**config.mk**
```make
export PLATFORM = sky130hd
export DESIGN_NAME = periph_gate_ctrl
export DESIGN_NICKNAME = d
export VERILOG_FILES = /design/src/hdl/clk_gate_pkg.sv /design/src/hdl/gate_select.sv /design/src/hdl/fault_check.sv /design/src/hdl/periph_gate_ctrl.sv
export SDC_FILE = /design/constraint.sdc
export NUM_CORES = 1
export LEC_CHECK = 0
export BUFFER_PORTS_ARGS = -buffer_cell sky130_fd_sc_hd__buf_2
export CELL_PAD_IN_SITES_DETAIL_PLACEMENT = 1
export CELL_PAD_IN_SITES_GLOBAL_PLACEMENT = 1
export CORE_UTILIZATION = 26
export DETAILED_ROUTE_END_ITERATION = 8
export GPL_TIMING_DRIVEN = 1
export PLACE_DENSITY = 0.79
export REMOVE_ABC_BUFFERS = 1
export SYNTH_ARGS = -nofsm -noshare
export SYNTH_HDL_FRONTEND = slang
export SYNTH_SLANG_ARGS = --single-unit
```
**constraint.sdc**
```tcl
create_clock -name sys_clk -period 2.49 [get_ports sys_clk]
set_input_delay 0.747 -clock sys_clk [delete_from_list [all_inputs] [get_ports sys_clk]]
set_output_delay 0.747 -clock sys_clk [all_outputs]
set_load 0.01 [all_outputs]
```
**src/hdl/clk_gate_pkg.sv**
```systemverilog
// shared constants for peripheral clock gating and soft reset control
// assumes a 32-bit register port with a 12-bit byte address
package clk_gate_pkg;

  localparam int          ADDR_W   = 12;
  localparam int          DATA_W   = 32;
  localparam int          PORT_CNT = 5;
  localparam int          IRQ_W    = 2;

  // register byte offsets
  localparam logic [11:0] SOFT_RESET_CONTROL_0_OFS       = 12'h040;
  localparam logic [11:0] DEEP_SLEEP_PORT_CLOCK_GATE_OFS = 12'h128;
  localparam logic [11:0] IRQ_STATUS_OFS                 = 12'h1a0;
  localparam logic [11:0] IRQ_MASK_OFS                   = 12'h1a4;
  localparam logic [11:0] GATE_VIEW_OFS                  = 12'h1a8;

  // port gate field positions, port e highest
  localparam int          PORT_A_CLOCK_GATE_BIT = 0;
  localparam int          PORT_B_CLOCK_GATE_BIT = 1;
  localparam int          PORT_C_CLOCK_GATE_BIT = 2;
  localparam int          PORT_D_CLOCK_GATE_BIT = 3;
  localparam int          PORT_E_CLOCK_GATE_BIT = 4;

  // soft reset field positions
  localparam int          PWM_RESET_BIT      = 20;
  localparam int          ADC0_RESET_BIT     = 16;
  localparam int          WATCHDOG_RESET_BIT = 3;

  // writable bits and reset values
  localparam logic [31:0] SOFT_RESET_RW_MASK = 32'h0011_0008;
  localparam logic [31:0] SOFT_RESET_RST_VAL = 32'h0000_0000;
  localparam logic [4:0]  PORT_GATE_RST_VAL  = 5'h00;
  localparam logic [31:0] READ_ZERO          = 32'h0000_0000;

  // interrupt status layout
  localparam int          IRQ_GATED_ACCESS_BIT = 0;
  localparam int          IRQ_ABSENT_WRITE_BIT = 1;
  localparam logic [1:0]  IRQ_RST_VAL          = 2'h0;

  // gate view layout: port enables low, mode above
  localparam int          VIEW_MODE_LSB = 8;
  localparam int          VIEW_AUTO_BIT = 12;

  typedef enum logic [1:0] {PM_RUN, PM_SLEEP, PM_DEEP} power_mode_t;

endpackage

```
**src/hdl/gate_select.sv**
```systemverilog
// picks the gating vector that applies in the current power mode
// assumes mode and gate vectors come from logic on the same clock
`timescale 1ns/10ps
module gate_select
  import clk_gate_pkg::*;
#(
  parameter int NUM_PORTS = PORT_CNT
) (
  input  wire logic [NUM_PORTS-1:0] run_gate,
  input  wire logic [NUM_PORTS-1:0] sleep_gate,
  input  wire logic [NUM_PORTS-1:0] deep_gate,
  input  wire power_mode_t          mode,
  input  wire logic                 auto_gate,
  output wire logic [NUM_PORTS-1:0] active_gate
);

  // sleep tables only count with auto gating on; an illegal mode code falls back to run
  wire                 use_sleep = auto_gate && (mode == PM_SLEEP);
  wire                 use_deep  = auto_gate && (mode == PM_DEEP);

  assign active_gate = use_deep  ? deep_gate  :
                       use_sleep ? sleep_gate : run_gate;

endmodule

```
**src/hdl/fault_check.sv**
```systemverilog
// flags bus accesses to ports whose clock is gated off
// assumes access strobes are one-cycle pulses on the system clock
`timescale 1ns/10ps
module fault_check
  import clk_gate_pkg::*;
#(
  parameter int NUM_PORTS = PORT_CNT
) (
  input  wire logic [NUM_PORTS-1:0] access,
  input  wire logic [NUM_PORTS-1:0] clk_en,
  output wire logic [NUM_PORTS-1:0] fault_vec,
  output wire logic                 any_fault
);

  // one comparator per port
  genvar i;
  for (i = 0; i < NUM_PORTS; i++) begin : g_port
    assign fault_vec[i] = access[i] & ~clk_en[i];
  end

  assign any_fault = |fault_vec;

endmodule

```
**src/hdl/periph_gate_ctrl.sv**
```systemverilog
// peripheral clock gating and software reset control, register port slave
// assumes power mode, run/sleep tables and capability word come from the same clock
//
// Overview of operation
// deep-sleep gate bits 4..0 enable ports e down to a.
// a set gate bit clocks its port, a clear bit stops it.
// an access to a gated-off port answers with a bus fault.
// all gate bits read zero after reset, every port starts unclocked.
// run, sleep or deep-sleep gate table applies by power mode.
// sleep and deep-sleep tables apply only with automatic gating enabled.
// deep-sleep gate bits 31:5 are read-only zero; software preserves them.
// soft reset writes are masked by the capability word.
// soft reset bit 20 resets the pwm unit.
// soft reset bit 16 resets adc module 0.
// soft reset bit 3 resets the watchdog.
// other soft reset bits are read-only zero; software preserves them.
// a unit stays in reset while its bit is one; reset clears all.
`timescale 1ns/10ps
module periph_gate_ctrl
  import clk_gate_pkg::*;
#(
  parameter int NUM_PORTS = PORT_CNT
) (
  input  wire logic                    sys_clk,
  input  wire logic                    rst,
  input  wire logic                    ce,
  input  wire logic [ADDR_W-1:0]       reg_addr,
  input  wire logic [DATA_W-1:0]       reg_wdata,
  input  wire logic                    reg_wr,
  input  wire logic                    reg_rd,
  output wire logic [DATA_W-1:0]       reg_rdata,
  input  wire clk_gate_pkg::power_mode_t power_mode,
  input  wire logic                    auto_sleep_gating,
  input  wire logic [NUM_PORTS-1:0]    run_port_clock_gate,
  input  wire logic [NUM_PORTS-1:0]    sleep_port_clock_gate,
  input  wire logic [DATA_W-1:0]       capability_word_1,
  input  wire logic [NUM_PORTS-1:0]    port_access,
  output wire logic [NUM_PORTS-1:0]    port_clk_en,
  output wire logic                    bus_fault,
  output wire logic                    pwm_reset,
  output wire logic                    adc0_reset,
  output wire logic                    watchdog_reset,
  output wire logic                    irq
);
  import clk_gate_pkg::*;

  // the gate fields and the view register hold at most a byte of ports
  if (NUM_PORTS < 1 || NUM_PORTS > VIEW_MODE_LSB) begin : g_bad_ports
    $error("NUM_PORTS must lie between 1 and 8");
  end

  // state
  logic [NUM_PORTS-1:0] deep_gate_reg;
  logic [NUM_PORTS-1:0] deep_gate_next;
  logic [DATA_W-1:0]    soft_reset_reg;
  logic [DATA_W-1:0]    soft_reset_next;
  logic [NUM_PORTS-1:0] clk_en_reg;
  logic                 fault_reg;
  logic [IRQ_W-1:0]     irq_status_reg;
  logic [IRQ_W-1:0]     irq_status_next;
  logic [IRQ_W-1:0]     irq_mask_reg;
  logic [IRQ_W-1:0]     irq_mask_next;
  logic [DATA_W-1:0]    rdata_reg;
  logic [DATA_W-1:0]    rdata_next;

  wire  [NUM_PORTS-1:0] active_gate;
  wire  [NUM_PORTS-1:0] fault_vec;
  wire                  any_fault;

  // address decode
  wire hit_srst  = (reg_addr == SOFT_RESET_CONTROL_0_OFS);
  wire hit_deep  = (reg_addr == DEEP_SLEEP_PORT_CLOCK_GATE_OFS);
  wire hit_stat  = (reg_addr == IRQ_STATUS_OFS);
  wire hit_mask  = (reg_addr == IRQ_MASK_OFS);
  wire hit_view  = (reg_addr == GATE_VIEW_OFS);

  wire wr_srst   = reg_wr && hit_srst;
  wire wr_deep   = reg_wr && hit_deep;
  wire wr_stat   = reg_wr && hit_stat;
  wire wr_mask   = reg_wr && hit_mask;

  // pick the gating table for the present power mode
  gate_select #(
    .NUM_PORTS   (NUM_PORTS)
  ) u_gate_select (
    .run_gate    (run_port_clock_gate),
    .sleep_gate  (sleep_port_clock_gate),
    .deep_gate   (deep_gate_reg),
    .mode        (power_mode),
    .auto_gate   (auto_sleep_gating),
    .active_gate (active_gate)
  ); // see R5

  // compare access strobes against the enables actually in force
  fault_check #(
    .NUM_PORTS (NUM_PORTS)
  ) u_fault_check (
    .access    (port_access),
    .clk_en    (clk_en_reg),
    .fault_vec (fault_vec),
    .any_fault (any_fault)
  );

  // only bits both writable and present may change; absent units keep their value
  wire [DATA_W-1:0] srst_wmask  = SOFT_RESET_RW_MASK & capability_word_1;
  wire              absent_hit  = wr_srst &&
                                  |(reg_wdata & SOFT_RESET_RW_MASK & ~capability_word_1);

  // deep-sleep table takes only its port bits, upper bits do not exist
  assign deep_gate_next  = wr_deep ? reg_wdata[NUM_PORTS-1:0] : deep_gate_reg; // see R1

  assign soft_reset_next = wr_srst ?
                           ((soft_reset_reg & ~srst_wmask) | (reg_wdata & srst_wmask)) :
                           soft_reset_reg; // see R8

  // event set wins over a write-one clear in the same cycle
  wire [IRQ_W-1:0] irq_events;
  assign irq_events[IRQ_GATED_ACCESS_BIT] = any_fault;
  assign irq_events[IRQ_ABSENT_WRITE_BIT] = absent_hit;

  wire [IRQ_W-1:0] irq_clear = wr_stat ? reg_wdata[IRQ_W-1:0] : IRQ_RST_VAL;
  assign irq_status_next = (irq_status_reg & ~irq_clear) | irq_events;
  assign irq_mask_next   = wr_mask ? reg_wdata[IRQ_W-1:0] : irq_mask_reg;

  // status view: enables in force, power mode and auto gating
  // built by shifts so each field sits at its own position whatever the port count
  wire [DATA_W-1:0] view_word = (DATA_W'(auto_sleep_gating) << VIEW_AUTO_BIT) |
                                (DATA_W'(power_mode) << VIEW_MODE_LSB) |
                                DATA_W'(clk_en_reg);

  // read mux, unmapped addresses and reserved bits read zero
  wire [DATA_W-1:0] rd_srst = soft_reset_reg;
  wire [DATA_W-1:0] rd_deep = DATA_W'(deep_gate_reg);
  wire [DATA_W-1:0] rd_stat = DATA_W'(irq_status_reg);
  wire [DATA_W-1:0] rd_mask = DATA_W'(irq_mask_reg);

  assign rdata_next = !reg_rd  ? READ_ZERO :
                      hit_srst ? rd_srst   :
                      hit_deep ? rd_deep   :
                      hit_stat ? rd_stat   :
                      hit_mask ? rd_mask   :
                      hit_view ? view_word : READ_ZERO;

  // configuration registers; reset leaves every port unclocked
  always_ff @(posedge sys_clk) begin
    if (rst) begin
      deep_gate_reg  <= PORT_GATE_RST_VAL;
      soft_reset_reg <= SOFT_RESET_RST_VAL;
      irq_mask_reg   <= IRQ_RST_VAL;
    end else if (ce) begin
      deep_gate_reg  <= deep_gate_next;
      soft_reset_reg <= soft_reset_next;
      irq_mask_reg   <= irq_mask_next;
    end
  end

  // enables in force are registered so the gate drivers see a clean level
  always_ff @(posedge sys_clk) begin
    if (rst) begin
      clk_en_reg <= PORT_GATE_RST_VAL;
    end else if (ce) begin
      clk_en_reg <= active_gate;       // see R2
    end
  end

  // fault answer one cycle after the offending strobe
  always_ff @(posedge sys_clk) begin
    if (rst) begin
      fault_reg <= 1'b0;
    end else if (ce) begin
      fault_reg <= any_fault;
    end
  end

  // sticky interrupt status
  always_ff @(posedge sys_clk) begin
    if (rst) begin
      irq_status_reg <= IRQ_RST_VAL;
    end else if (ce) begin
      irq_status_reg <= irq_status_next;
    end
  end

  // read data stand only in the cycle after the read strobe
  always_ff @(posedge sys_clk) begin
    if (rst) begin
      rdata_reg <= READ_ZERO;
    end else if (ce) begin
      rdata_reg <= rdata_next;
    end
  end

  // outputs
  assign reg_rdata      = rdata_reg;
  assign port_clk_en    = clk_en_reg;
  assign bus_fault      = fault_reg;
  assign pwm_reset      = soft_reset_reg[PWM_RESET_BIT];      // see R9
  assign adc0_reset     = soft_reset_reg[ADC0_RESET_BIT];     // see R10
  assign watchdog_reset = soft_reset_reg[WATCHDOG_RESET_BIT]; // see R11
  assign irq            = |(irq_status_reg & irq_mask_reg);

  // checks

  a_port_e_order: assert property (
    @(posedge sys_clk) disable iff (rst)
    ce |=> port_clk_en[PORT_E_CLOCK_GATE_BIT] == $past(active_gate[PORT_E_CLOCK_GATE_BIT])
  ) else $error("port e enable does not follow its gate bit");

  a_deep_gate_used: assert property (
    @(posedge sys_clk) disable iff (rst)
    ce && auto_sleep_gating && power_mode == PM_DEEP && !wr_deep
    |=> port_clk_en == $past(deep_gate_reg)
  ) else $error("deep sleep enables not applied");

  a_gated_fault: assert property (
    @(posedge sys_clk) disable iff (rst)
    ce && |(port_access & ~port_clk_en) |=> bus_fault
  ) else $error("access to gated port gave no fault");

  a_open_no_fault: assert property (
    @(posedge sys_clk) disable iff (rst)
    ce && !(|(port_access & ~port_clk_en)) |=> !bus_fault
  ) else $error("fault raised for clocked port");

  a_reset_all_off: assert property (
    @(posedge sys_clk)
    rst |=> port_clk_en == '0 && deep_gate_reg == '0 && !pwm_reset && !watchdog_reset
  ) else $error("state not cleared by reset");

  a_run_table_used: assert property (
    @(posedge sys_clk) disable iff (rst)
    ce && !auto_sleep_gating |=> port_clk_en == $past(run_port_clock_gate)
  ) else $error("run table not applied without auto gating");

  a_sleep_table_used: assert property (
    @(posedge sys_clk) disable iff (rst)
    ce && auto_sleep_gating && power_mode == PM_SLEEP
    |=> port_clk_en == $past(sleep_port_clock_gate)
  ) else $error("sleep table not applied");

  a_deep_rsvd_zero: assert property (
    @(posedge sys_clk) disable iff (rst)
    ce && reg_rd && hit_deep |=> reg_rdata[DATA_W-1:NUM_PORTS] == '0
  ) else $error("deep sleep reserved bits not zero");

  a_absent_held: assert property (
    @(posedge sys_clk) disable iff (rst)
    ce && wr_srst && !capability_word_1[PWM_RESET_BIT] |=> $stable(pwm_reset)
  ) else $error("absent unit reset bit changed");

  a_pwm_write: assert property (
    @(posedge sys_clk) disable iff (rst)
    ce && wr_srst && capability_word_1[PWM_RESET_BIT]
    |=> pwm_reset == $past(reg_wdata[PWM_RESET_BIT])
  ) else $error("pwm reset bit not written");

  a_adc_write: assert property (
    @(posedge sys_clk) disable iff (rst)
    ce && wr_srst && capability_word_1[ADC0_RESET_BIT]
    |=> adc0_reset == $past(reg_wdata[ADC0_RESET_BIT])
  ) else $error("adc reset bit not written");

  a_wdog_write: assert property (
    @(posedge sys_clk) disable iff (rst)
    ce && wr_srst && capability_word_1[WATCHDOG_RESET_BIT]
    |=> watchdog_reset == $past(reg_wdata[WATCHDOG_RESET_BIT])
  ) else $error("watchdog reset bit not written");

  a_srst_rsvd_zero: assert property (
    @(posedge sys_clk) disable iff (rst)
    ce && reg_rd && hit_srst |=> (reg_rdata & ~SOFT_RESET_RW_MASK) == '0
  ) else $error("soft reset reserved bits not zero");

  a_reset_held: assert property (
    @(posedge sys_clk) disable iff (rst)
    pwm_reset && !wr_srst |=> pwm_reset
  ) else $error("pwm reset dropped without a write");

  a_fault_sticky: assert property (
    @(posedge sys_clk) disable iff (rst)
    ce && any_fault |=> irq_status_reg[IRQ_GATED_ACCESS_BIT]
  ) else $error("fault event lost from status");

endmodule

```
==> reports/results.ini <==
[outcome]
status=complete, no violations

[worst_setup_path]
cp.depth=5
cp-startpoint=reg_addr[9]
crit_path_end_kind=flip-flop
timing.critical_path.buf_inv=1
crit_type=primary input to flip-flop
start_kind=primary input
arrival_ns=2.25
cp_slowest_cell=or4b_2
path_common_cell=o21ai_0
worst_path_largest_cell_delay_ns=0.70
ff2ff_path_depth=3
critical_path.reg2reg.startpoint=port_clk_en[4]$_SDFFE_PP0P_
required_ns=2.70
critPathMaxFanout=3
crit_chain=buf_2, or4b_2, nor3_1, o21ai_0, o21ai_0
path_delay_family=simple AND/OR/NAND/NOR gates

[layout]
area_delta_synth_final_pct=24.1
final_core_util=0.334
drive_gt1_frac=0.294
nets=369
n_antenna_cell=0

[detailed_routing]
vias_per_cell=5.05
dr.first_iter.drc_count=60
vias=1746
post_drt_wl_per_cell_um=14.8
drc_errors=0
routed_wl_um=5130
dr.pass1.iters=4
ant_nets=0

[sta]
holdWs_ns=0.466
fmax_ghz=0.491
rsz0062_at_grt=no
fin_skew_ns=0.00695
finalHoldViolations=0
setup_tns_ns=0
fin_crit_sh=0.817
finalCriticalPeriod_ns=2.04
drv_slew=0
setup-violations-final=0

[synthesis]
synthCells=204
synthArstFlopShare=0
synth_commonest_cells=28 x dfxtp_1, 22 x buf_4, 17 x nor2_1, 12 x inv_1, 11 x a21oi_1
synth.area.top_cells=dfxtp_1 33%, buf_4 9.7%, mux2i_1 5.3%
synth_cell_types=40
synth_area_per_cell_um2=8.38
synth_flop_cell=dfxtp_1
yosysWarnings=0
synth_most_common_cell=dfxtp_1
synth_edf_count=0
yosysSeqAreaShare=0.328
synth_top_area_cell=dfxtp_1
synth_seq_cells=28
synth_top_cell_area_share=0.328
syn_area_um2=1710

[cts]
cts-resized-gates=0
cts_root_buf=clkbuf_8
cts_setup_buffers=0
cts_buffer_depth=2
htree_levels=1
cts.sinks=28
cts_hold_buffers=0
cts_tree=yes
cts_inserted_buffers=3
clk_latency_ns=0.28
clkTransAtPathRegs_ns=0.10

[floorplanning]
initial_utilization=0.269
die_area_um2=6910
num_rows=29
io_pins=141
coreArea_um2=6350
die_w_um=83.1
die_h_um=83.1

[global_routing]
grtUsageTotal=0.146
antenna_found_initial=0
grt-ovfl-total=0
grt_pass1_wl_um=8380
grt_pass1_vias=1789
grt_start_max_net_pins=23

[power_and_ir_drop]
p_total_mw=0.990
peakVddDrop_mv=0.299
cellLeakagePower_nw=0.965
p_per_area_nw_per_um2=466

[hold_path]
worstHoldStart=reg_rdata[2]$_SDFFE_PP0P_
min_path_cells=2
hold_path.class=flip-flop to flip-flop

[job]
cap_violations=0

[place]
io_buffers=64
dp_hpwl_um=4170
gp_congestion=0.780

cell families (layout without fill, tap and decap cells):
logic type      Yosys count  count (layout)  synth area share
compound gates           58              58             0.239
mux                       9               9            0.0527
other cells               1              22           0.00219
buf+inv                  41              85             0.138
flops                    28              28             0.328
simple gates             67              67             0.240
metal layers:
| metal | part of all wire | GRT usage | vias up |
|---|---|---|---|
| li1 | - | - | 847 |
| met1 | 0.44 | 0.178 | 838 |
| met2 | 0.50 | 0.268 | 57 |
| met3 | 0.050 | 0.0249 | 4 |
| met4 | 0.0057 | 0.0329 | 0 |
| met5 | 0 | 0 | - |
placed cells by master, fill, tap and decap left out, types with 3 or more instances in the layout:
master / synthesis / final
a21oi_1: 11 / 11
a22o_1: 3 / 3
a31oi_1: 3 / 3
and2_1: 4 / 4
buf_2: 0 / 64
buf_4: 22 / 5
clkbuf_8: 0 / 3
conb_1: 1 / 22
dfxtp_1: 28 / 28
inv_1: 12 / 12
mux2i_1: 9 / 9
nand2_1: 8 / 8
nand2b_1: 9 / 9
nand4_1: 7 / 7
nor2_1: 17 / 17
nor2b_1: 5 / 5
nor3_1: 4 / 4
nor4b_2: 3 / 3
o21a_1: 4 / 4
o21ai_0: 6 / 6
o221ai_1: 4 / 4
o22ai_1: 7 / 7
o31ai_1: 4 / 4
o32ai_1: 4 / 4
worst min-delay path, stage by stage (launching register included):
cell	delay (ns)
dfxtp_1	0.34
nand2_1	0.05
o21ai_0	0.06
layout make-up:
class                   count  area, um^2
clock inverters             1        30.0
well taps                  77        96.3
multi-input cells         156         992
flip-flops and latches     28         561
inverters                  12        45.0
repair buffers             69         358
fillers                   786        4230
clock buffers               3        41.3
where the power goes:
group	internal [mW]	leakage [nW]	switching, mW
clock network	0.215	0.0357	0.150
logic	0.0655	0.702	0.0945
registers	0.456	0.227	0.00897
path summary, 6_finish.rpt:
path                                                   to  slack [ns]
worst min register to register  reg_rdata[2]$_SDFFE_PP0P_        0.47
worst min-delay path            reg_rdata[2]$_SDFFE_PP0P_        0.47
worst max-delay path            reg_rdata[0]$_SDFFE_PP0P_        0.45
worst max register to register     bus_fault$_SDFFE_PP0P_        1.34
stage by stage:
step / worst slack (ns) / instance area (um^2) / std cells
after global placement: 0.186 / 2050 / 342
after CTS: 0.454 / 2120 / 346
final: 0.455 / 2120 / 346
after detailed placement: 0.197 / 2050 / 342
after floorplan: 0.438 / 1600 / 196
after global routing: 0.382 / 2120 / 346
Power figures use the tool's default switching activity.
